$ cat src/tcm_pkg.sv
// package of constants and types for the dual channel torque cutoff monitor
package tcm_pkg;
    localparam int CLK_HZ         = 50_000_000;
    localparam int TICK_MS        = 10;
    localparam int TICK_CYCLES    = CLK_HZ / 1000 * TICK_MS;
    localparam int DISC_MS        = 100;
    localparam int DISC_TICKS     = DISC_MS / TICK_MS;
    localparam int PULSE_US       = 1000;
    localparam int PULSE_CYCLES   = CLK_HZ / 1_000_000 * PULSE_US;
    localparam int CNT_W          = 20;

    typedef enum logic [1:0] {
        TCM_RUN,
        TCM_DISC,
        TCM_CUTOFF
    } tcm_state_t;
endpackage : tcm_pkg

$ cat src/tcm_filt_if.sv
// interface carrying filtered channel levels from the pulse filter
`timescale 1ns/1ps
interface tcm_filt_if;
    logic raw_a;
    logic raw_b;
    logic lvl_a;
    logic lvl_b;
    modport filt (input raw_a, input raw_b, output lvl_a, output lvl_b);
    modport mon  (output raw_a, output raw_b, input lvl_a, input lvl_b);
endinterface : tcm_filt_if

$ cat src/tcm_monitor.sv
// top of the dual channel torque cutoff monitor
`timescale 1ns/1ps
module tcm_monitor
    import tcm_pkg::*;
#(
    parameter int TICK_LEN  = TICK_CYCLES,
    parameter int DISC_LEN  = DISC_TICKS,
    parameter int PULSE_MAX = PULSE_CYCLES
)(
    input  wire logic clk,
    input  wire logic rst,
    input  wire logic ce,
    input  wire logic safe_stop_channel_a,
    input  wire logic safe_stop_channel_b,
    input  wire logic pwm_running,
    input  wire logic err_ack,
    input  wire logic sensor_supply_en,
    output logic      driver_supply_en,
    output logic      drive_ctrl_en,
    output logic      torque_cutoff_state,
    output logic      disc_err,
    output logic      cutoff_pwm_err,
    output logic      sensor_supply_output
);
    // filtered channel levels come back from the pulse filter here
    tcm_filt_if       fif();
    tcm_state_t       st_r;
    tcm_state_t       st_nxt;
    logic [CNT_W-1:0] tick_r;
    logic [CNT_W-1:0] tick_nxt;
    logic [7:0]       disc_r;
    logic [7:0]       disc_nxt;
    logic             derr_r;
    logic             derr_nxt;
    logic             derr_set;
    logic             perr_r;
    logic             perr_nxt;
    logic             perr_set;
    logic             cut_req;
    logic             drv_r;
    logic             drv_nxt;
    logic             sup_r;
    logic             sup_nxt;
    logic             tick;
    logic             a;
    logic             b;

    // only the two channel pins can request cutoff
    assign fif.raw_a = safe_stop_channel_a;
    assign fif.raw_b = safe_stop_channel_b;
    assign a = fif.lvl_a;
    assign b = fif.lvl_b;

    tcm_pulse_filter #(
        .PULSE_MAX (PULSE_MAX)
    ) u_filt (
        .clk (clk),
        .rst (rst),
        .ce  (ce),
        .fi  (fif)
    );

    // tick generator; the state machine steps only on it
    // a short TICK_LEN only speeds up benches; the default is 10 ms
    assign tick = (tick_r == CNT_W'(TICK_LEN - 1));
    always_comb
    begin
        tick_nxt = tick ? '0 : tick_r + 1'b1;
    end

    // state machine and discrepancy timer; errors leave as set events
    always_comb
    begin
        st_nxt   = st_r;
        disc_nxt = disc_r;
        derr_set = 1'b0;
        cut_req  = 1'b0;
        if (tick)
        begin
            case (st_r)
                TCM_RUN:
                begin
                    // both low at one tick counts as a simultaneous drop
                    if (!a && !b)
                    begin
                        st_nxt  = TCM_CUTOFF;
                        cut_req = 1'b1;
                    end
                    else if (a != b)
                    begin
                        st_nxt   = TCM_DISC;
                        disc_nxt = 8'h01;
                    end
                end
                TCM_DISC:
                begin
                    // the window is only resolved to one tick
                    if (a == b)
                    begin
                        disc_nxt = 8'h00;
                        if (!a)
                        begin
                            st_nxt  = TCM_CUTOFF;
                            cut_req = 1'b1;
                        end
                        else
                            st_nxt = TCM_RUN;
                    end
                    else if (disc_r >= 8'(DISC_LEN))
                    begin
                        derr_set = 1'b1;
                        st_nxt   = TCM_CUTOFF;
                        disc_nxt = 8'h00;
                    end
                    else
                        disc_nxt = disc_r + 8'h01;
                end
                TCM_CUTOFF:
                begin
                    // no standstill check here
                    if (a && b)
                        st_nxt = TCM_RUN;
                end
                default: st_nxt = TCM_CUTOFF;
            endcase
        end
    end

    // a cutoff request seen while modulation runs is an error
    assign perr_set = cut_req & pwm_running;

    // error latches: one ack clears both, but a set in that cycle wins
    always_comb
    begin
        derr_nxt = derr_r;
        perr_nxt = perr_r;
        if (err_ack)
        begin
            derr_nxt = 1'b0;
            perr_nxt = 1'b0;
        end
        if (derr_set)
            derr_nxt = 1'b1;
        if (perr_set)
            perr_nxt = 1'b1;
    end

    // hardware cutoff path is immediate, not tied to the tick
    always_comb
    begin
        drv_nxt = (a & b) & !(st_r == TCM_CUTOFF && !tick);
        sup_nxt = sensor_supply_en;
    end

    // tick counter
    always_ff @(posedge clk)
    begin
        if (rst)
        begin
            tick_r <= '0;
        end
        else if (ce)
        begin
            tick_r <= tick_nxt;
        end
    end

    // state and timer; reset lands in cutoff so power-up is safe
    always_ff @(posedge clk)
    begin
        if (rst)
        begin
            st_r   <= TCM_CUTOFF;
            disc_r <= 8'h00;
        end
        else if (ce)
        begin
            st_r   <= st_nxt;
            disc_r <= disc_nxt;
        end
    end

    // error latches
    always_ff @(posedge clk)
    begin
        if (rst)
        begin
            derr_r <= 1'b0;
            perr_r <= 1'b0;
        end
        else if (ce)
        begin
            derr_r <= derr_nxt;
            perr_r <= perr_nxt;
        end
    end

    // driver and sensor supply flops
    always_ff @(posedge clk)
    begin
        if (rst)
        begin
            drv_r <= 1'b0;
            sup_r <= 1'b0;
        end
        else if (ce)
        begin
            drv_r <= drv_nxt;
            sup_r <= sup_nxt;
        end
    end

    // no cross-circuit check exists on the inputs
    // supply and control share one flop so they can never disagree
    assign driver_supply_en     = drv_r;
    assign drive_ctrl_en        = drv_r;

    // the reported state lags the hardware cutoff by up to a tick when both channels drop, and until the discrepancy timeout when one drops
    assign torque_cutoff_state  = (st_r == TCM_CUTOFF);

    // latched errors and the switched sensor supply
    assign disc_err             = derr_r;
    assign cutoff_pwm_err       = perr_r;
    assign sensor_supply_output = sup_r;
endmodule : tcm_monitor

$ cat src/tcm_pulse_filter.sv
// test pulse filter: a low must persist before it is believed
`timescale 1ns/1ps
module tcm_pulse_filter
    import tcm_pkg::*;
#(
    parameter int PULSE_MAX = PULSE_CYCLES
)(
    input  wire logic clk,
    input  wire logic rst,
    input  wire logic ce,
    tcm_filt_if.filt  fi
);
    localparam logic [CNT_W-1:0] LIM = CNT_W'(PULSE_MAX);
    logic [1:0] raw;
    logic [1:0] lvl;

    assign raw = {fi.raw_b, fi.raw_a};

    // one filter per channel; a shared counter would let a pulse on one
    // channel hide a real drop on the other
    for (genvar i = 0; i < 2; i++)
    begin : g_ch
        logic [CNT_W-1:0] cnt_r;
        logic [CNT_W-1:0] cnt_nxt;
        logic             lvl_r;
        logic             lvl_nxt;

        // rising edges pass at once; falls must outlast a test pulse
        always_comb
        begin
            cnt_nxt = raw[i] ? '0 : ((cnt_r < LIM) ? cnt_r + 1'b1 : cnt_r);
            lvl_nxt = raw[i] | (cnt_r < LIM);
        end

        // register stage
        always_ff @(posedge clk)
        begin
            if (rst)
            begin
                cnt_r <= '0;
                lvl_r <= 1'b0;
            end
            else if (ce)
            begin
                cnt_r <= cnt_nxt;
                lvl_r <= lvl_nxt;
            end
        end

        assign lvl[i] = lvl_r;
    end

    assign fi.lvl_a = lvl[0];
    assign fi.lvl_b = lvl[1];
endmodule : tcm_pulse_filter

$ cat config.mk
export PLATFORM = sky130hd
export DESIGN_NAME = tcm_monitor
export DESIGN_NICKNAME = d
export VERILOG_FILES = /design/src/tcm_pkg.sv /design/src/tcm_filt_if.sv /design/src/tcm_monitor.sv /design/src/tcm_pulse_filter.sv
export SDC_FILE = /design/constraint.sdc
export NUM_CORES = 1
export LEC_CHECK = 0
export ABC_AREA = 0
export BUFFER_PORTS_ARGS = -buffer_cell sky130_fd_sc_hd__buf_2
export CAP_MARGIN = 20
export CORE_AREA = 5 5 88 90
export DETAILED_ROUTE_END_ITERATION = 12
export DIE_AREA = 0 0 93 95
export PLACE_DENSITY = 0.7
export SYNTH_ARGS = -nofsm -noshare
export SYNTH_HDL_FRONTEND = slang
export SYNTH_SLANG_ARGS = --single-unit
$ cat constraint.sdc
create_clock -name clk -period 4.9 [get_ports clk]
set_clock_uncertainty 0.05 [all_clocks]
set_input_delay 0.49 -clock clk [delete_from_list [all_inputs] [get_ports clk]]
set_output_delay 0.49 -clock clk [all_outputs]
set_load 0.05 [all_outputs]
==> results.py, run 1 <==
metrics = {
    "layout": {
        "instances_no_fill": 514,
        "drive_gt1_frac": 0.102,
        "layout_common_cells": "dfxtp_1, nor2_1, nand2_1",
        "layout_commonest_cell": "dfxtp_1",
        "area_delta_synth_final_pct": 7.06,
        "nets": 442,
        "antenna_cells": 0,
        "n_fill_cell": 668,
    },
    "route": {
        "first_iter_violations": 103,
        "wl_per_cell_um": 14.0,
        "via_count": 2986,
        "drc": 0,
        "wl_um": 7190,
        "ant_nets": 0,
        "firstDrtPassIters": 4,
        "via_per_inst": 5.81,
    },
    "sta": {
        "post-route-min-period_ns": 2.67,
        "rsz0062_at_grt": "no",
        "setup_slack_ns": 2.23,
        "setup_tns_ns": 0,
        "worst_pin_slew_ns": 0.950,
        "period_share": 0.544,
        "slew-limit-headroom": 0.366,
        "timing.hold.ws_ns": 0.330,
        "finalSetupViolations": 0,
        "fmax_mhz": 375,
        "finalMaxSlewViolations": 0,
        "hold_viol_final": 0,
    },
    "synth": {
        "yosys.area_share.xor_xnor": 0.0555,
        "synth_seq_area_share": 0.419,
        "yosys_warnings": 0,
        "synth_top_family_by_area": "simple AND/OR/NAND/NOR gates",
        "synth_seq_cells": 76,
        "synth_compound_area_frac": 0.153,
        "synth_fa_ha_area_frac": 0.0241,
        "syn_inst": 419,
        "syn-num-nets": 434,
        "synthTopCellsByArea": "dfxtp_1, nor2_1, a21oi_1",
        "yosys.area_share.simple": 0.295,
        "synth_top_area_cell": "dfxtp_1",
        "synthFlopType": "dfxtp_1",
        "synthMuxAreaShare": 0.0110,
        "synth-edff-count": 0,
        "synth_top_area_share": 0.419,
        "syn_area_um2": 3630,
        "synthArstFlopShare": 0,
        "yosysUniqueCellTypes": 57,
        "syn-mean-instance-area_um2": 8.67,
    },
    "place": {
        "place_congestion": 0.825,
        "dp_hpwl_um": 4810,
        "dpl_worst_slack_ns": 2.23,
        "port_buffers": 13,
        "dp_cells": 497,
    },
    "cts": {
        "cts_hold_buf": 0,
        "clk_pin_slew_ns": 0.08,
        "root_buffer": "clkbuf_8",
        "clkSinkCount": 76,
        "numCtsBuffers": 9,
        "clk_latency_ns": 0.35,
        "cts_tree": "yes",
        "htree_levels": 3,
        "cts_buffer_depth": 2,
        "postCtsSetupBuffers": 0,
        "ctsResizeCount": 0,
    },
    "flow_run": {
        "cap_violations": 0,
    },
    "critical_path": {
        "cpPeakStageDelay_ns": 0.65,
        "arrival_ns": 2.83,
        "critical_path_buf_inv_count": 0,
        "crit_path_cell_trace": "ha_1 -> or4bb_2 -> nor4_4 -> and3_1 -> or2_1 -> nor2_1",
        "required_ns": 5.06,
        "critPathKind": "reg -> reg",
        "critical_path.top_delay_family": "simple AND/OR/NAND/NOR gates",
        "cp_max_fo": 20,
        "crit_path_top_delay_cell": "or4bb_2",
        "start_kind": "flip-flop",
        "end_kind": "flip-flop",
    },
    "power_and_ir_drop": {
        "power.density_nw_per_um2": 297,
        "ir_drop_uv": 164,
        "p_leak_uw": 0.00139,
    },
    "die": {
        "pin_count": 14,
        "fp.dieW_um": 93,
        "core_um2": 6980,
        "start_util": 0.520,
        "die_y_um": 95,
        "dieArea_um2": 8840,
        "fp-row-count": 31,
    },
    "global_route": {
        "grt_antenna_before_repair": 0,
        "grt_use_total": 0.177,
        "grt_max_degree": 27,
        "grt.overflow.total": 0,
        "grt_pass1_vias": 2927,
        "grt_pass1_wl_um": 12900,
    },
    "run_status": {
        "status": "completed",
    },
    "worst_hold_path": {
        "hold_class": "in -> reg",
    },
}
[metrics by stage]
step	utilization	total power [uW]	instance area, um2
floorplan	-	683	3630
global placement	0.528	693	3690
detailed placement	0.528	694	3690
CTS	0.556	1170	3880
global route	0.557	1200	3890
finish	0.557	1150	3890
[path summary, 6_finish.rpt]
kind                       startpoint                       end  slack, ns  cells after the start
max                         tick_r[0]                 tick_r[2]       2.23                      6
min reg2reg  u_filt.g_ch[1].cnt_r[17]  u_filt.g_ch[1].cnt_r[17]       0.41                      1
min                  sensor_supply_en      sensor_supply_output       0.33                      3
max reg2reg                 tick_r[0]                 tick_r[2]       2.23                      6
[per-layer routing]
metal	track usage	vias up	wire length [um]
met3	0.0319	11	243
li1	-	1532	-
met4	0.0794	0	118
met1	0.232	1401	3530
met5	0	-	0
met2	0.287	42	3290
[worst min-delay path, delay by kind of cell]
| family | cells | cell delay (ns) |
|---|---|---|
| buffers and inverters | 1 | 0.08 |
| and+or+nand+nor | 1 | 0.07 |
| muxes | 1 | 0.05 |
[registers in the layout, summed over array words and instances, names as in the netlist]
register and count:
u_filt.g_ch.cnt_r 40, sensor_supply_output 1, cutoff_pwm_err 1, u_filt.fi.lvl_a 1
disc_err 1, u_filt.fi.lvl_b 1, disc_r 8, st_r 2
tick_r 20, drive_ctrl_en 1
[Yosys cell counts (9+ instances only)]
master	number
a21oi_1	26
and2_1	10
clkbuf_1	9
dfxtp_1	76
inv_1	10
nand2_1	34
nand3_1	17
nand4_1	16
nor2_1	61
o21ai_0	12
xnor2_1	12
xor2_1	11
[final cells by class]
cell class | count | area, um2 | area share
multi-input cells | 315 | 1960 | 0.503
clock buffers | 11 | 131 | 0.0338
flip-flops and latches | 76 | 1520 | 0.391
clock inverters | 5 | 61.3 | 0.0158
inverters | 10 | 37.5 | 0.00966
well taps | 82 | 103 | 0.0264
repair buffers | 15 | 77.6 | 0.0200
[where the power goes]
group | switching (uW) | internal, uW | total (uW)
combinational | 37.4 | 16.7 | 54.1
sequential | 4.62 | 622 | 626
clock | 237 | 237 | 474
total | 279 | 876 | 1150
[cell families after synthesis]
family | after synthesis
AND/OR/NAND/NOR | 200
AO/OA/AOI/OAI | 81
flip-flops | 76
buffers and inverters | 28
XOR/XNOR | 23
adder cells (fa/ha/maj) | 7
multiplexers | 4
No activity file was read; power rests on OpenSTA's default activity.
==> run 2: changes to the inputs <==
clock period = 2.7 ns   (was 4.9 ns; I/O delays follow)
==> results.py, run 2 (synthesized netlist as in run 1, its figures left out) <==
metrics = {
    "cts": {
        "cts_tree": "yes",
        "htree_levels": 3,
        "clk_pin_slew_ns": 0.07,
        "numCtsBuffers": 9,
        "cts_hold_buf": 0,
        "root_buffer": "clkbuf_8",
        "clkSinkCount": 76,
        "postCtsSetupBuffers": 0,
        "clk_latency_ns": 0.34,
        "ctsResizeCount": 0,
        "cts_buffer_depth": 2,
    },
    "place": {
        "place_congestion": 0.816,
        "port_buffers": 13,
        "dp_hpwl_um": 4860,
        "dpl_worst_slack_ns": 0.320,
    },
    "sta": {
        "hold_viol_final": 0,
        "finalMaxSlewViolations": 0,
        "post-route-min-period_ns": 2.39,
        "slew-limit-headroom": 0.545,
        "finalSetupViolations": 0,
        "period_share": 0.886,
        "fmax_mhz": 418,
        "rsz0062_at_grt": "no",
        "setup_tns_ns": 0,
        "setup_slack_ns": 0.308,
        "worst_pin_slew_ns": 0.682,
    },
    "worst_hold_path": {
        "hold_class": "in -> reg",
        "worstHoldPathCells": 3,
    },
    "critical_path": {
        "critPathKind": "reg -> reg",
        "r2r_cells": 7,
        "end_kind": "flip-flop",
        "required_ns": 2.88,
        "start_kind": "flip-flop",
        "arrival_ns": 2.57,
        "cp_max_fo": 20,
    },
    "route": {
        "ant_nets": 0,
        "via_count": 2973,
        "wl_per_cell_um": 13.6,
        "firstDrtPassIters": 5,
        "drc": 0,
        "first_iter_violations": 84,
        "via_per_inst": 5.74,
        "wl_um": 7070,
    },
    "power_and_ir_drop": {
        "power_uw": 2010,
        "power.density_nw_per_um2": 515,
        "ir_drop_uv": 310,
        "p_leak_uw": 0.00142,
    },
    "die": {
        "fp-row-count": 31,
        "dieArea_um2": 8840,
        "core_um2": 6980,
        "fp.dieW_um": 93,
        "die_y_um": 95,
        "pin_count": 14,
        "start_util": 0.520,
    },
    "run_status": {
        "status": "completed",
    },
    "layout": {
        "n_fill_cell": 644,
        "area_delta_synth_final_pct": 7.51,
        "reg.largest.list": "u_filt.g_ch.cnt_r (40), tick_r (20), disc_r (8)",
        "nets": 447,
        "layout_common_cells": "dfxtp_1, nor2_1, nand2_1",
        "top_register": "u_filt.g_ch.cnt_r",
        "largest_reg_flops": 40,
        "final_core_util": 0.559,
        "antenna_cells": 0,
        "layout_commonest_cell": "dfxtp_1",
        "drive_gt1_frac": 0.110,
    },
    "flow_run": {
        "cap_violations": 0,
    },
    "global_route": {
        "grt_use_total": 0.172,
        "busiest_layer": "met2",
        "grt_pass1_wl_um": 12300,
        "grt_antenna_before_repair": 0,
        "grt_max_degree": 21,
        "grt_use_met1": 0.232,
        "grtUsageMet3": 0.0327,
        "grt_util_met2": 0.265,
        "grt.overflow.total": 0,
        "grt_pass1_vias": 2661,
    },
}
run 2: cell types whose count changed in the layout (fill, tap and decap cells not counted):
cell	before	now
bufinv_16	1	0
clkbuf_8	9	11
inv_6	1	0
clkbuf_2	1	0
clkinv_2	0	2
buf_4	1	7
clkinvlp_4	3	0
run 2: per-stage QoR:
stage                     hold WS [ns]  area, um2  instances
after floorplan                  0.367       3630        419
after global placement           0.390       3730        502
after detailed placement         0.396       3730        503
final                            0.119       3900        518
after CTS                        0.108       3900        518
after global routing             0.125       3900        518
run 2: routing by layer:
metal	share of wire	routed length, um
met1	0.50	3570
met2	0.46	3250
met3	0.024	172
met4	0.011	76
met5	0	0
run 2: power by group:
group	internal (uW)	leakage [uW]	switching, uW
logic	35.1	0.000716	68.6
clock network	377	0.0000893	391
registers	1130	0.000614	8.17
run 2: final timing paths:
| kind | end | slack [ns] | start |
|---|---|---|---|
| max | tick_r[16] | 0.31 | tick_r[0] |
| min | sensor_supply_output | 0.12 | sensor_supply_en |
| max reg2reg | tick_r[16] | 0.31 | tick_r[0] |
| min reg2reg | disc_err | 0.41 | disc_err |
run 2: area by class of cell:
cell class / instances / area, um2 / area share
Clock buffer: 13 / 159 / 0.0407
Clock inverter: 2 / 10.0 / 0.00256
Inverter: 10 / 37.5 / 0.00962
Multi-Input combinational cell: 315 / 1960 / 0.501
Sequential cell: 76 / 1520 / 0.390
Tap cell: 82 / 103 / 0.0263
Timing Repair Buffer: 20 / 118 / 0.0301
run 2: worst max-delay path, stage by stage, from the launching register on:
cell	delay, ns
dfxtp_1	0.38
ha_1	0.21
or4bb_2	0.65
nor4_4	0.25
and3_1	0.31
or2_1	0.13
buf_4	0.22
nor2_1	0.08
